File: src/rtl/rsc_pkg.sv
// shared constants and types for the remote status and self-test command block
package rsc_pkg;
   // command codes presented on the decoded command port
   typedef enum logic [3:0] {
      RSC_CMD_NOP = 4'h0,
      RSC_CMD_SAV = 4'h1,
      RSC_CMD_RCL = 4'h2,
      RSC_CMD_RST = 4'h3,
      RSC_CMD_CLS = 4'h4,
      RSC_CMD_MASK_WR = 4'h5,
      RSC_CMD_MASK_RD = 4'h6,
      RSC_CMD_SBYTE_RD = 4'h7,
      RSC_CMD_TST = 4'h8,
      RSC_CMD_WAI = 4'h9,
      RSC_CMD_DISP = 4'hA,
      RSC_CMD_LOCK = 4'hB,
      RSC_CMD_LOCK_RD = 4'hC,
      RSC_CMD_DISP_RD = 4'hD
   } rsc_cmd_t;
   // main sequencer states
   typedef enum logic [2:0] {
      RSC_ST_IDLE = 3'b000,
      RSC_ST_TEST = 3'b001,
      RSC_ST_RESTORE = 3'b010,
      RSC_ST_DRAIN = 3'b011,
      RSC_ST_SETTLE = 3'b100
   } rsc_state_t;
   // decoded command with its argument
   typedef struct packed {
      rsc_cmd_t op;
      logic [15:0] arg;
   } rsc_req_t;
   // status byte inputs from the rest of the instrument
   typedef struct packed {
      logic oper_sum;
      logic event_sum;
      logic msg_avail;
      logic ques_sum;
   } rsc_status_t;
   // widths and layout
   localparam int RSC_SET_W = 32;
   localparam int RSC_SLOTS = 6;
   localparam logic [2:0] RSC_SLOT_MIN = 3'h1;
   localparam logic [2:0] RSC_SLOT_MAX = 3'h5;
   localparam logic [2:0] RSC_SLOT_DEF = 3'h0;
   localparam int RSC_SB_OPER = 7;
   localparam int RSC_SB_RQS = 6;
   localparam int RSC_SB_ESB = 5;
   localparam int RSC_SB_MAV = 4;
   localparam int RSC_SB_QUES = 3;
   // self-test result bits that carry a failure weight
   localparam logic [15:0] RSC_TST_MASK = 16'hE07F;
   // reset values
   localparam logic [7:0] RSC_MASK_RST = 8'h00;
   localparam logic RSC_DISP_RST = 1'b1;
   localparam logic RSC_LOCK_RST = 1'b0;
   localparam logic [RSC_SET_W-1:0] RSC_DEFAULT_SET = 32'h0000_0000;
   // settle delay after wait-to-continue
   localparam int RSC_CLK_MHZ = 200;
   localparam int RSC_SETTLE_MS = 100;
   localparam int RSC_SETTLE_CYC = RSC_SETTLE_MS * 1000 * RSC_CLK_MHZ;
   // self-test run time in cycles before the failures are sampled
   localparam int RSC_TEST_CYC = 16;
endpackage : rsc_pkg

File: src/rtl/rsc_setmem.sv
// small setting store: slot 0 holds defaults, slots 1-5 user settings
`timescale 1ns/1ps
`default_nettype none
module rsc_setmem #(
   parameter int W = 32,
   parameter int DEPTH = 6
) (
   // clock
   input wire logic sys_clk,
   // write port
   input wire logic wr_en,
   input wire logic [2:0] wr_addr,
   input wire logic [W-1:0] wr_data,
   // read port, data registered
   input wire logic [2:0] rd_addr,
   output logic [W-1:0] rd_data
);
   logic [W-1:0] mem [DEPTH];
   // storage holds no reset; slot 0 is never written and reads of it return RSC_DEFAULT_SET
   always_ff @(posedge sys_clk) begin
      if (wr_en && wr_addr != 3'h0 && int'(wr_addr) < DEPTH) begin
         mem[wr_addr] <= wr_data;
      end
      if (rd_addr == 3'h0 || int'(rd_addr) >= DEPTH) begin
         rd_data <= W'(rsc_pkg::RSC_DEFAULT_SET);
      end else begin
         rd_data <= mem[rd_addr];
      end
   end
endmodule // rsc_setmem
`default_nettype wire

File: src/rtl/rsc_weigher.sv
// folds per-check failures into the weighted self-test result word
`timescale 1ns/1ps
`default_nettype none
module rsc_weigher (
   // clock and reset
   input wire logic sys_clk,
   input wire logic nrst,
   // capture strobe and raw failures, bit n weighs 2**n
   input wire logic capture,
   input wire logic [15:0] fails,
   // registered result
   output logic [15:0] result
);
   logic [15:0] result_next;
   // unused positions never contribute, so the sum is the masked word
   always_comb begin
      result_next = result;
      if (capture) begin
         result_next = fails & rsc_pkg::RSC_TST_MASK;
      end
   end
   // result register
   always_ff @(posedge sys_clk or negedge nrst) begin
      if (!nrst) begin
         result <= 16'h0000;
      end else begin
         result <= result_next;
      end
   end
endmodule // rsc_weigher
`default_nettype wire

File: src/rtl/rsc_top.sv
// command interpreter for save/recall, status byte, self-test, wait, display and lock
// How it works
// - save copies live setting to slots 1-5
// - saved scope equals reset scope
// - host writes 0-255 enabling status bits
// - enable mask clears at reset, zero write
// - reset and clear-status keep enable mask
// - mask query returns mask contents
// - bit 6 never masked
// - status byte layout, bits 2-0 zero
// - self-test query returns result word
// - result is sum of failure weights
// - zero result means all passed
// - failures also pushed to error queue
// - commands refused while self-test runs
// - setting restored after self-test
// - wait drains then settles 0.1 s
// - display enable, on by default
// - lock command sets or clears lock
// - lock forces laser off next cycle
// - recall slots 1-5, slot 0 defaults
`timescale 1ns/1ps
`default_nettype none
module rsc_top #(
   parameter int SET_W = rsc_pkg::RSC_SET_W,
   parameter int SETTLE_CYC = rsc_pkg::RSC_SETTLE_CYC,
   parameter int TEST_CYC = rsc_pkg::RSC_TEST_CYC
) (
   // clock and reset
   input wire logic sys_clk,
   input wire logic nrst,
   // decoded command port
   input wire logic cmd_valid,
   input wire rsc_pkg::rsc_req_t cmd,
   output logic cmd_ready,
   // query answers
   output logic resp_valid,
   output logic [15:0] resp_data,
   // error queue push
   output logic err_push,
   output logic [15:0] err_data,
   // instrument setting and its loading
   input wire logic [SET_W-1:0] live_set,
   output logic set_load,
   output logic [SET_W-1:0] set_value,
   // status sources and pending operations
   input wire rsc_pkg::rsc_status_t status,
   input wire logic ops_pending,
   // self-test hooks
   output logic test_run,
   input wire logic [15:0] test_fails,
   // front panel and laser
   output logic disp_on,
   output logic lock_on,
   output logic laser_kill,
   // status byte as a level
   output logic [7:0] sbyte
);
   // timer must hold the longer of the two loads
   localparam int CW = $clog2(((SETTLE_CYC > TEST_CYC) ? SETTLE_CYC : TEST_CYC) + 1) + 1;

   rsc_pkg::rsc_state_t st_reg, st_next;
   logic [CW-1:0] cnt_reg, cnt_next; // test and settle timer
   logic [7:0] mask_reg, mask_next; // service request mask
   logic disp_reg, disp_next;
   logic lock_reg, lock_next;
   logic kill_reg, kill_next;
   logic [SET_W-1:0] held_reg, held_next; // setting held across self-test
   logic rdy_reg, rdy_next;
   logic rv_reg, rv_next;
   logic [15:0] rd_reg, rd_next;
   logic ep_reg, ep_next;
   logic [15:0] ed_reg, ed_next;
   logic ld_reg, ld_next;
   logic [SET_W-1:0] sv_reg, sv_next;
   logic tr_reg, tr_next;
   logic [7:0] sb_reg, sb_next;
   logic rcl_pend_reg, rcl_pend_next; // memory read lags one cycle
   logic mem_wr, cap;
   logic [2:0] mem_ra;
   logic [SET_W-1:0] mem_rd;
   logic [15:0] tst_result;
   logic take;
   logic [7:0] sb_raw;

   // setting slots; the saved word is the full live setting, the same
   // field set that defaults restore
   rsc_setmem #(.W(SET_W), .DEPTH(rsc_pkg::RSC_SLOTS)) u_mem (
      .sys_clk(sys_clk),
      .wr_en(mem_wr),
      .wr_addr(cmd.arg[2:0]),
      .wr_data(live_set),
      .rd_addr(mem_ra),
      .rd_data(mem_rd)
   );

   // weighted self-test result
   rsc_weigher u_wgt (
      .sys_clk(sys_clk),
      .nrst(nrst),
      .capture(cap),
      .fails(test_fails),
      .result(tst_result)
   );

   // a command is taken only when idle and ready
   assign take = cmd_valid && rdy_reg;
   // only in-range slots are written
   assign mem_wr = take && cmd.op == rsc_pkg::RSC_CMD_SAV && cmd.arg[15:3] == 13'h0
      && cmd.arg[2:0] >= rsc_pkg::RSC_SLOT_MIN && cmd.arg[2:0] <= rsc_pkg::RSC_SLOT_MAX;
   // defaults come from slot 0 on reset command
   assign mem_ra = (cmd.op == rsc_pkg::RSC_CMD_RST) ? rsc_pkg::RSC_SLOT_DEF : cmd.arg[2:0];
   assign cap = (st_reg == rsc_pkg::RSC_ST_TEST) && cnt_reg == '0;

   // live status byte; request bit derived, never masked itself
   always_comb begin
      sb_raw = 8'h00; // bits 2-0 stay zero
      sb_raw[rsc_pkg::RSC_SB_OPER] = status.oper_sum;
      sb_raw[rsc_pkg::RSC_SB_ESB] = status.event_sum;
      sb_raw[rsc_pkg::RSC_SB_MAV] = status.msg_avail;
      sb_raw[rsc_pkg::RSC_SB_QUES] = status.ques_sum;
      sb_raw[rsc_pkg::RSC_SB_RQS] = |(sb_raw & mask_reg & 8'hBF);
   end

   // next-state logic for the whole sequencer
   always_comb begin
      st_next = st_reg;
      cnt_next = cnt_reg;
      mask_next = mask_reg;
      disp_next = disp_reg;
      lock_next = lock_reg;
      kill_next = 1'b0;
      held_next = held_reg;
      rdy_next = rdy_reg;
      rv_next = 1'b0;
      rd_next = rd_reg;
      ep_next = 1'b0;
      ed_next = ed_reg;
      ld_next = 1'b0;
      sv_next = sv_reg;
      tr_next = tr_reg;
      rcl_pend_next = 1'b0;
      sb_next = sb_raw;
      // recall data arrives one cycle after the request
      if (rcl_pend_reg) begin
         ld_next = 1'b1;
         sv_next = mem_rd;
      end
      case (st_reg)
         rsc_pkg::RSC_ST_IDLE: begin
            if (take) begin
               case (cmd.op)
                  rsc_pkg::RSC_CMD_MASK_WR: mask_next = cmd.arg[7:0];
                  rsc_pkg::RSC_CMD_MASK_RD: begin
                     rv_next = 1'b1;
                     rd_next = {8'h00, mask_reg};
                  end
                  rsc_pkg::RSC_CMD_SBYTE_RD: begin
                     rv_next = 1'b1;
                     rd_next = {8'h00, sb_raw};
                  end
                  // reset and clear-status leave the mask alone
                  rsc_pkg::RSC_CMD_RST: rcl_pend_next = 1'b1;
                  rsc_pkg::RSC_CMD_CLS: rcl_pend_next = 1'b0;
                  rsc_pkg::RSC_CMD_RCL: begin
                     // out-of-range slots are ignored
                     rcl_pend_next = cmd.arg <= 16'h0005;
                  end
                  rsc_pkg::RSC_CMD_TST: begin
                     held_next = live_set;
                     tr_next = 1'b1;
                     rdy_next = 1'b0;
                     cnt_next = CW'(TEST_CYC);
                     st_next = rsc_pkg::RSC_ST_TEST;
                  end
                  rsc_pkg::RSC_CMD_WAI: begin
                     rdy_next = 1'b0;
                     st_next = rsc_pkg::RSC_ST_DRAIN;
                  end
                  rsc_pkg::RSC_CMD_DISP: disp_next = cmd.arg[0];
                  rsc_pkg::RSC_CMD_DISP_RD: begin
                     rv_next = 1'b1;
                     rd_next = {15'h0000, disp_reg};
                  end
                  rsc_pkg::RSC_CMD_LOCK: begin
                     // password digits ride in arg[15:1] and are not checked here
                     lock_next = cmd.arg[0];
                     kill_next = cmd.arg[0];
                  end
                  rsc_pkg::RSC_CMD_LOCK_RD: begin
                     rv_next = 1'b1;
                     rd_next = {15'h0000, lock_reg};
                  end
                  default: ;
               endcase
            end
         end
         rsc_pkg::RSC_ST_TEST: begin
            // run the test for a fixed time, weigher captures at zero
            if (cnt_reg == '0) begin
               tr_next = 1'b0;
               st_next = rsc_pkg::RSC_ST_RESTORE;
            end else begin
               cnt_next = cnt_reg - CW'(1);
            end
         end
         rsc_pkg::RSC_ST_RESTORE: begin
            rv_next = 1'b1;
            rd_next = tst_result;
            ep_next = tst_result != 16'h0000;
            ed_next = tst_result;
            ld_next = 1'b1;
            sv_next = held_reg;
            rdy_next = 1'b1;
            st_next = rsc_pkg::RSC_ST_IDLE;
         end
         rsc_pkg::RSC_ST_DRAIN: begin
            if (!ops_pending) begin
               cnt_next = CW'(SETTLE_CYC);
               st_next = rsc_pkg::RSC_ST_SETTLE;
            end
         end
         rsc_pkg::RSC_ST_SETTLE: begin
            if (cnt_reg <= CW'(1)) begin
               rdy_next = 1'b1;
               st_next = rsc_pkg::RSC_ST_IDLE;
            end else begin
               cnt_next = cnt_reg - CW'(1);
            end
         end
         default: st_next = rsc_pkg::RSC_ST_IDLE;
      endcase
   end

   // register stage
   always_ff @(posedge sys_clk or negedge nrst) begin
      if (!nrst) begin
         st_reg <= rsc_pkg::RSC_ST_IDLE;
         cnt_reg <= '0;
         mask_reg <= rsc_pkg::RSC_MASK_RST;
         disp_reg <= rsc_pkg::RSC_DISP_RST;
         lock_reg <= rsc_pkg::RSC_LOCK_RST;
         kill_reg <= 1'b0;
         held_reg <= '0;
         rdy_reg <= 1'b1;
         rv_reg <= 1'b0;
         rd_reg <= 16'h0000;
         ep_reg <= 1'b0;
         ed_reg <= 16'h0000;
         ld_reg <= 1'b0;
         sv_reg <= '0;
         tr_reg <= 1'b0;
         sb_reg <= 8'h00;
         rcl_pend_reg <= 1'b0;
      end else begin
         st_reg <= st_next;
         cnt_reg <= cnt_next;
         mask_reg <= mask_next;
         disp_reg <= disp_next;
         lock_reg <= lock_next;
         kill_reg <= kill_next;
         held_reg <= held_next;
         rdy_reg <= rdy_next;
         rv_reg <= rv_next;
         rd_reg <= rd_next;
         ep_reg <= ep_next;
         ed_reg <= ed_next;
         ld_reg <= ld_next;
         sv_reg <= sv_next;
         tr_reg <= tr_next;
         sb_reg <= sb_next;
         rcl_pend_reg <= rcl_pend_next;
      end
   end

   assign cmd_ready = rdy_reg;
   assign resp_valid = rv_reg;
   assign resp_data = rd_reg;
   assign err_push = ep_reg;
   assign err_data = ed_reg;
   assign set_load = ld_reg;
   assign set_value = sv_reg;
   assign test_run = tr_reg;
   assign disp_on = disp_reg;
   assign lock_on = lock_reg;
   assign laser_kill = kill_reg;
   assign sbyte = sb_reg;

   // mask write lands next cycle
   chk_mask_write: assert property (@(posedge sys_clk) disable iff (!nrst)
      take && cmd.op == rsc_pkg::RSC_CMD_MASK_WR |=> mask_reg == $past(cmd.arg[7:0]))
      else $error("mask write lost");
   // reset and clear keep mask
   chk_mask_keep: assert property (@(posedge sys_clk) disable iff (!nrst)
      take && (cmd.op == rsc_pkg::RSC_CMD_RST || cmd.op == rsc_pkg::RSC_CMD_CLS)
      |=> $stable(mask_reg))
      else $error("mask changed by reset or clear");
   // low bits of status byte are zero
   chk_sbyte_low: assert property (@(posedge sys_clk) disable iff (!nrst)
      sbyte[2:0] == 3'h0)
      else $error("status low bits set");
   // request bit follows enabled bits
   chk_rqs_calc: assert property (@(posedge sys_clk) disable iff (!nrst)
      ##1 sbyte[6] == |($past(sb_raw) & $past(mask_reg) & 8'hBF))
      else $error("request bit wrong");
   // no commands taken during test
   chk_tst_busy: assert property (@(posedge sys_clk) disable iff (!nrst)
      test_run |-> !cmd_ready)
      else $error("ready during self-test");
   // failing result goes to the error queue
   chk_err_push: assert property (@(posedge sys_clk) disable iff (!nrst)
      resp_valid && st_reg == rsc_pkg::RSC_ST_IDLE && $past(st_reg) == rsc_pkg::RSC_ST_RESTORE
      |-> err_push == (resp_data != 16'h0000))
      else $error("error push mismatch");
   // lock kills the laser next cycle
   chk_lock_kill: assert property (@(posedge sys_clk) disable iff (!nrst)
      take && cmd.op == rsc_pkg::RSC_CMD_LOCK && cmd.arg[0] |=> laser_kill && lock_on)
      else $error("laser not killed on lock");
   // wait keeps the port not ready for the two cycles after it is taken
   chk_wai_hold: assert property (@(posedge sys_clk) disable iff (!nrst)
      take && cmd.op == rsc_pkg::RSC_CMD_WAI |=> !cmd_ready [*2])
      else $error("wait released early");
endmodule // rsc_top
`default_nettype wire

File: config.mk
export PLATFORM = sky130hd
export DESIGN_NAME = rsc_top
export DESIGN_NICKNAME = d
export VERILOG_FILES = /design/src/rtl/rsc_pkg.sv /design/src/rtl/rsc_setmem.sv /design/src/rtl/rsc_weigher.sv /design/src/rtl/rsc_top.sv
export SDC_FILE = /design/constraint.sdc
export NUM_CORES = 1
export LEC_CHECK = 0
export CAP_MARGIN = 30
export CORE_MARGIN = 1.5
export CORE_UTILIZATION = 50
export DETAILED_ROUTE_END_ITERATION = 8
export DONT_BUFFER_PORTS = 1
export PLACE_DENSITY = 0.69
export SETUP_SLACK_MARGIN = 0.3
export SLEW_MARGIN = 25
export SYNTH_ARGS = -nofsm -noshare
export SYNTH_HDL_FRONTEND = slang
export SYNTH_HIERARCHICAL = 1
export SYNTH_SLANG_ARGS = --single-unit
File: constraint.sdc
create_clock -name sys_clk -period 6.1 [get_ports sys_clk]
set_input_delay 1.22 -clock sys_clk [delete_from_list [all_inputs] [get_ports sys_clk]]
set_output_delay 1.22 -clock sys_clk [all_outputs]
set_load 0.05 [all_outputs]
==> flow_summary.ini <==
[final_layout]
final_common_cell = edfxtp_1
drive_gt1_share_pct = 15.68
top_register = u_mem/mem
nFillCells = 2234
final_cell_count_no_fill = 1443
nets = 1115
finalInstanceArea_um2 = 15830
final_cell_mix = edfxtp_1 (160), dfrtp_1 (154), nand2_1 (126), mux2i_1 (70), mux2_2 (48)
antenna_cells = 0
largest_reg_flops = 160
syn2layout_area_growth_pct = 11.10

[detailed_routing]
vias = 8425
wirelength_mm = 30.25
dr.pass1.iters = 5
drc = 0
avgViaCountPerCell = 5.839
drtIter0Drc = 644
ant_nets = 0
wl_per_cell_um = 20.96

[flow_run]
drv_cap = 0

[grt]
grt_pass1_vias = 8328
grt_max_degree = 158
grt_overflow = 0
track_usage_pct = 20.65
grt_pass1_wl_mm = 46.77
antenna_found_initial = 0

[timing]
skew_ns = 0.01468
slew_viol_final = 0
rsz0062_at_grt = no
fin_crit_sh_pct = 52.69
clock.fmax_mhz = 311.1
finalHoldViolCount = 0
worst_slew_pin_slew_ns = 0.9638
slew_headroom_pct = 35.68
setup_violations = 0
finalSetupTns_ns = 0
period_needed_ns = 3.214

[floorplan]
dieArea_um2 = 29530
fp.coreArea_um2 = 27930
die_h_um = 171.8
pin_count = 156
fp.dieW_um = 171.8
start_util_pct = 51.02
rows = 61

[synth]
yosys_warnings = 6
seq_area_frac_synth_pct = 65.79
synth_ff_type = edfxtp_1
synth-async-reset-ratio_pct = 44.99
synth_cell_type_count = 74
synth_edf_count = 160
syn_avg_cell_area_um2 = 13.64
ys_ff_latch = 349
netlist_area_um2 = 14250
synthCells = 1045

[outcome]
status = completed

[placement]
place_congestion = 0.8533
numPortBuffers = 0
dp_hpwl_mm = 17.50
placed_cells = 1374
placed_area_um2 = 14520

[clock_network]
cts-root-buf = clkbuf_16
clk_latency_ns = 0.52
holdBufCountCts = 0
cts.path.max_buffers = 3
cts_tree = yes
ctsResizeCount = 0
cts.sinks = 349
cts_buffers = 37
post_cts_buffers = 0
clk_pin_slew_ns = 0.06
htree_levels = 2

[pwr]
peakVddDrop_v = 0.0002832
seqPwrFrac_pct = 53.3
p_int_w = 0.004831
p_clk_share_pct = 30.8
p_per_area_nw_per_um2 = 477.2
p_comb_share_pct = 15.8
leakage_nw = 6.077
p_sw_share_pct = 36.07
report.power.total_w = 0.007556
switching_power_w = 0.002725

[worst_setup_path]
cp-end-kind = register
crit_arrival_ns = 3.68
critPathMaxFanout = 26
crit_type = primary input to register
startpoint_type = primary input
timing.critical_path.required_ns = 6.57

[worst_hold_path]
hold_path.class = primary input to asynchronous set/reset pin
[area by class of cell]
type	instances	area [um^2]	share of cell area, %
Inverter	8	30.03	0.1896
Timing Repair Buffer	15	142.6	0.9008
Multi-Input combinational cell	625	4517	28.53
Clock buffer	51	1080	6.819
Clock inverter	17	214.0	1.351
Tap cell	378	473.0	2.987
Sequential cell	349	9378	59.23
[per-stage QoR]
stage                     utilization, %  setup slack, ns  hold slack [ns]
final                              56.68            2.886           0.4040
after global routing               56.68            2.732           0.3784
after CTS                          56.61            2.854           0.3786
after detailed placement           51.98            2.305           0.4580
after global placement             51.86            2.071           0.4488
after floorplan                        -           0.7754           0.4444
[routing by layer]
metal	GRT usage (%)	vias to the layer above	share of wire [%]
met5	0	-	0
met4	7.259	0	2.7
met3	4.211	53	5.4
met2	33.53	219	48
met1	27.65	4262	44
li1	-	3891	-
[critical path, stage by stage]
cell,delay (ns)
inv_1,0.13
nor4_1,0.53
buf_2,0.24
nor2b_4,0.08
buf_4,0.28
nor3b_4,0.83
o2bb2ai_1,0.20
a221o_1,0.14
[worst paths after layout]
path / start / endpoint / slack, ns / depth (start not counted)
min reg2reg: u_mem/mem[3][28] / u_mem/rd_data[28] / 0.46 / 1
max in group asynchronous: nrst / set_value[8] / 5.32 / 0
max reg2reg: cmd_ready / cnt_reg[4] / 3.22 / 5
max: cmd[17] / u_mem/rd_data[10] / 2.89 / 8
min in group sys_clk: u_mem/mem[3][28] / u_mem/rd_data[28] / 0.46 / 1
min: nrst / held_reg[28] / 0.40 / 0
[synthesized netlist by cell type, types with 12 or more instances]
library cell  count  share of area, %
nand3b_1         17              0.90
nor3_1           13              0.46
a221o_1          18               1.3
buf_2            14              0.49
nor2_1           31              0.82
mux2i_1          70               4.9
dfrtp_1         155                27
buf_4            15              0.79
a21oi_1          12              0.42
nor4_1           14              0.61
clkbuf_1         32              0.84
o211ai_1         21               1.1
edfxtp_1        160                34
dfxtp_1          32               4.5
o2bb2ai_1        21               1.3
nand2_1         126               3.3
mux2_2           48               3.8
o21ai_0          47               1.7
nand3_1          14              0.49
[power by group through the flow]
| stage | clock network, W | registers, W | logic [W] |
|---|---|---|---|
| floorplan | 0 | 0.00393 | 0.000999 |
| CTS | 0.00237 | 0.00403 | 0.00119 |
| global placement | 0 | 0.00407 | 0.00115 |
| global route | 0.00247 | 0.00409 | 0.00135 |
| finish | 0.00233 | 0.00403 | 0.00120 |
| detailed placement | 0 | 0.00408 | 0.00119 |
[kinds of logic after synthesis]
family / synth area share, %
DFF: 65.79
adders and majority gates: 0.2634
AOI/OAI and AO/OA: 9.332
xor gates and xnor gates: 0.06146
muxes: 10.39
buffers and inverters: 2.967
and+or+nand+nor: 11.14
other: 0.05269
No activity file was read; power rests on OpenSTA's default activity.
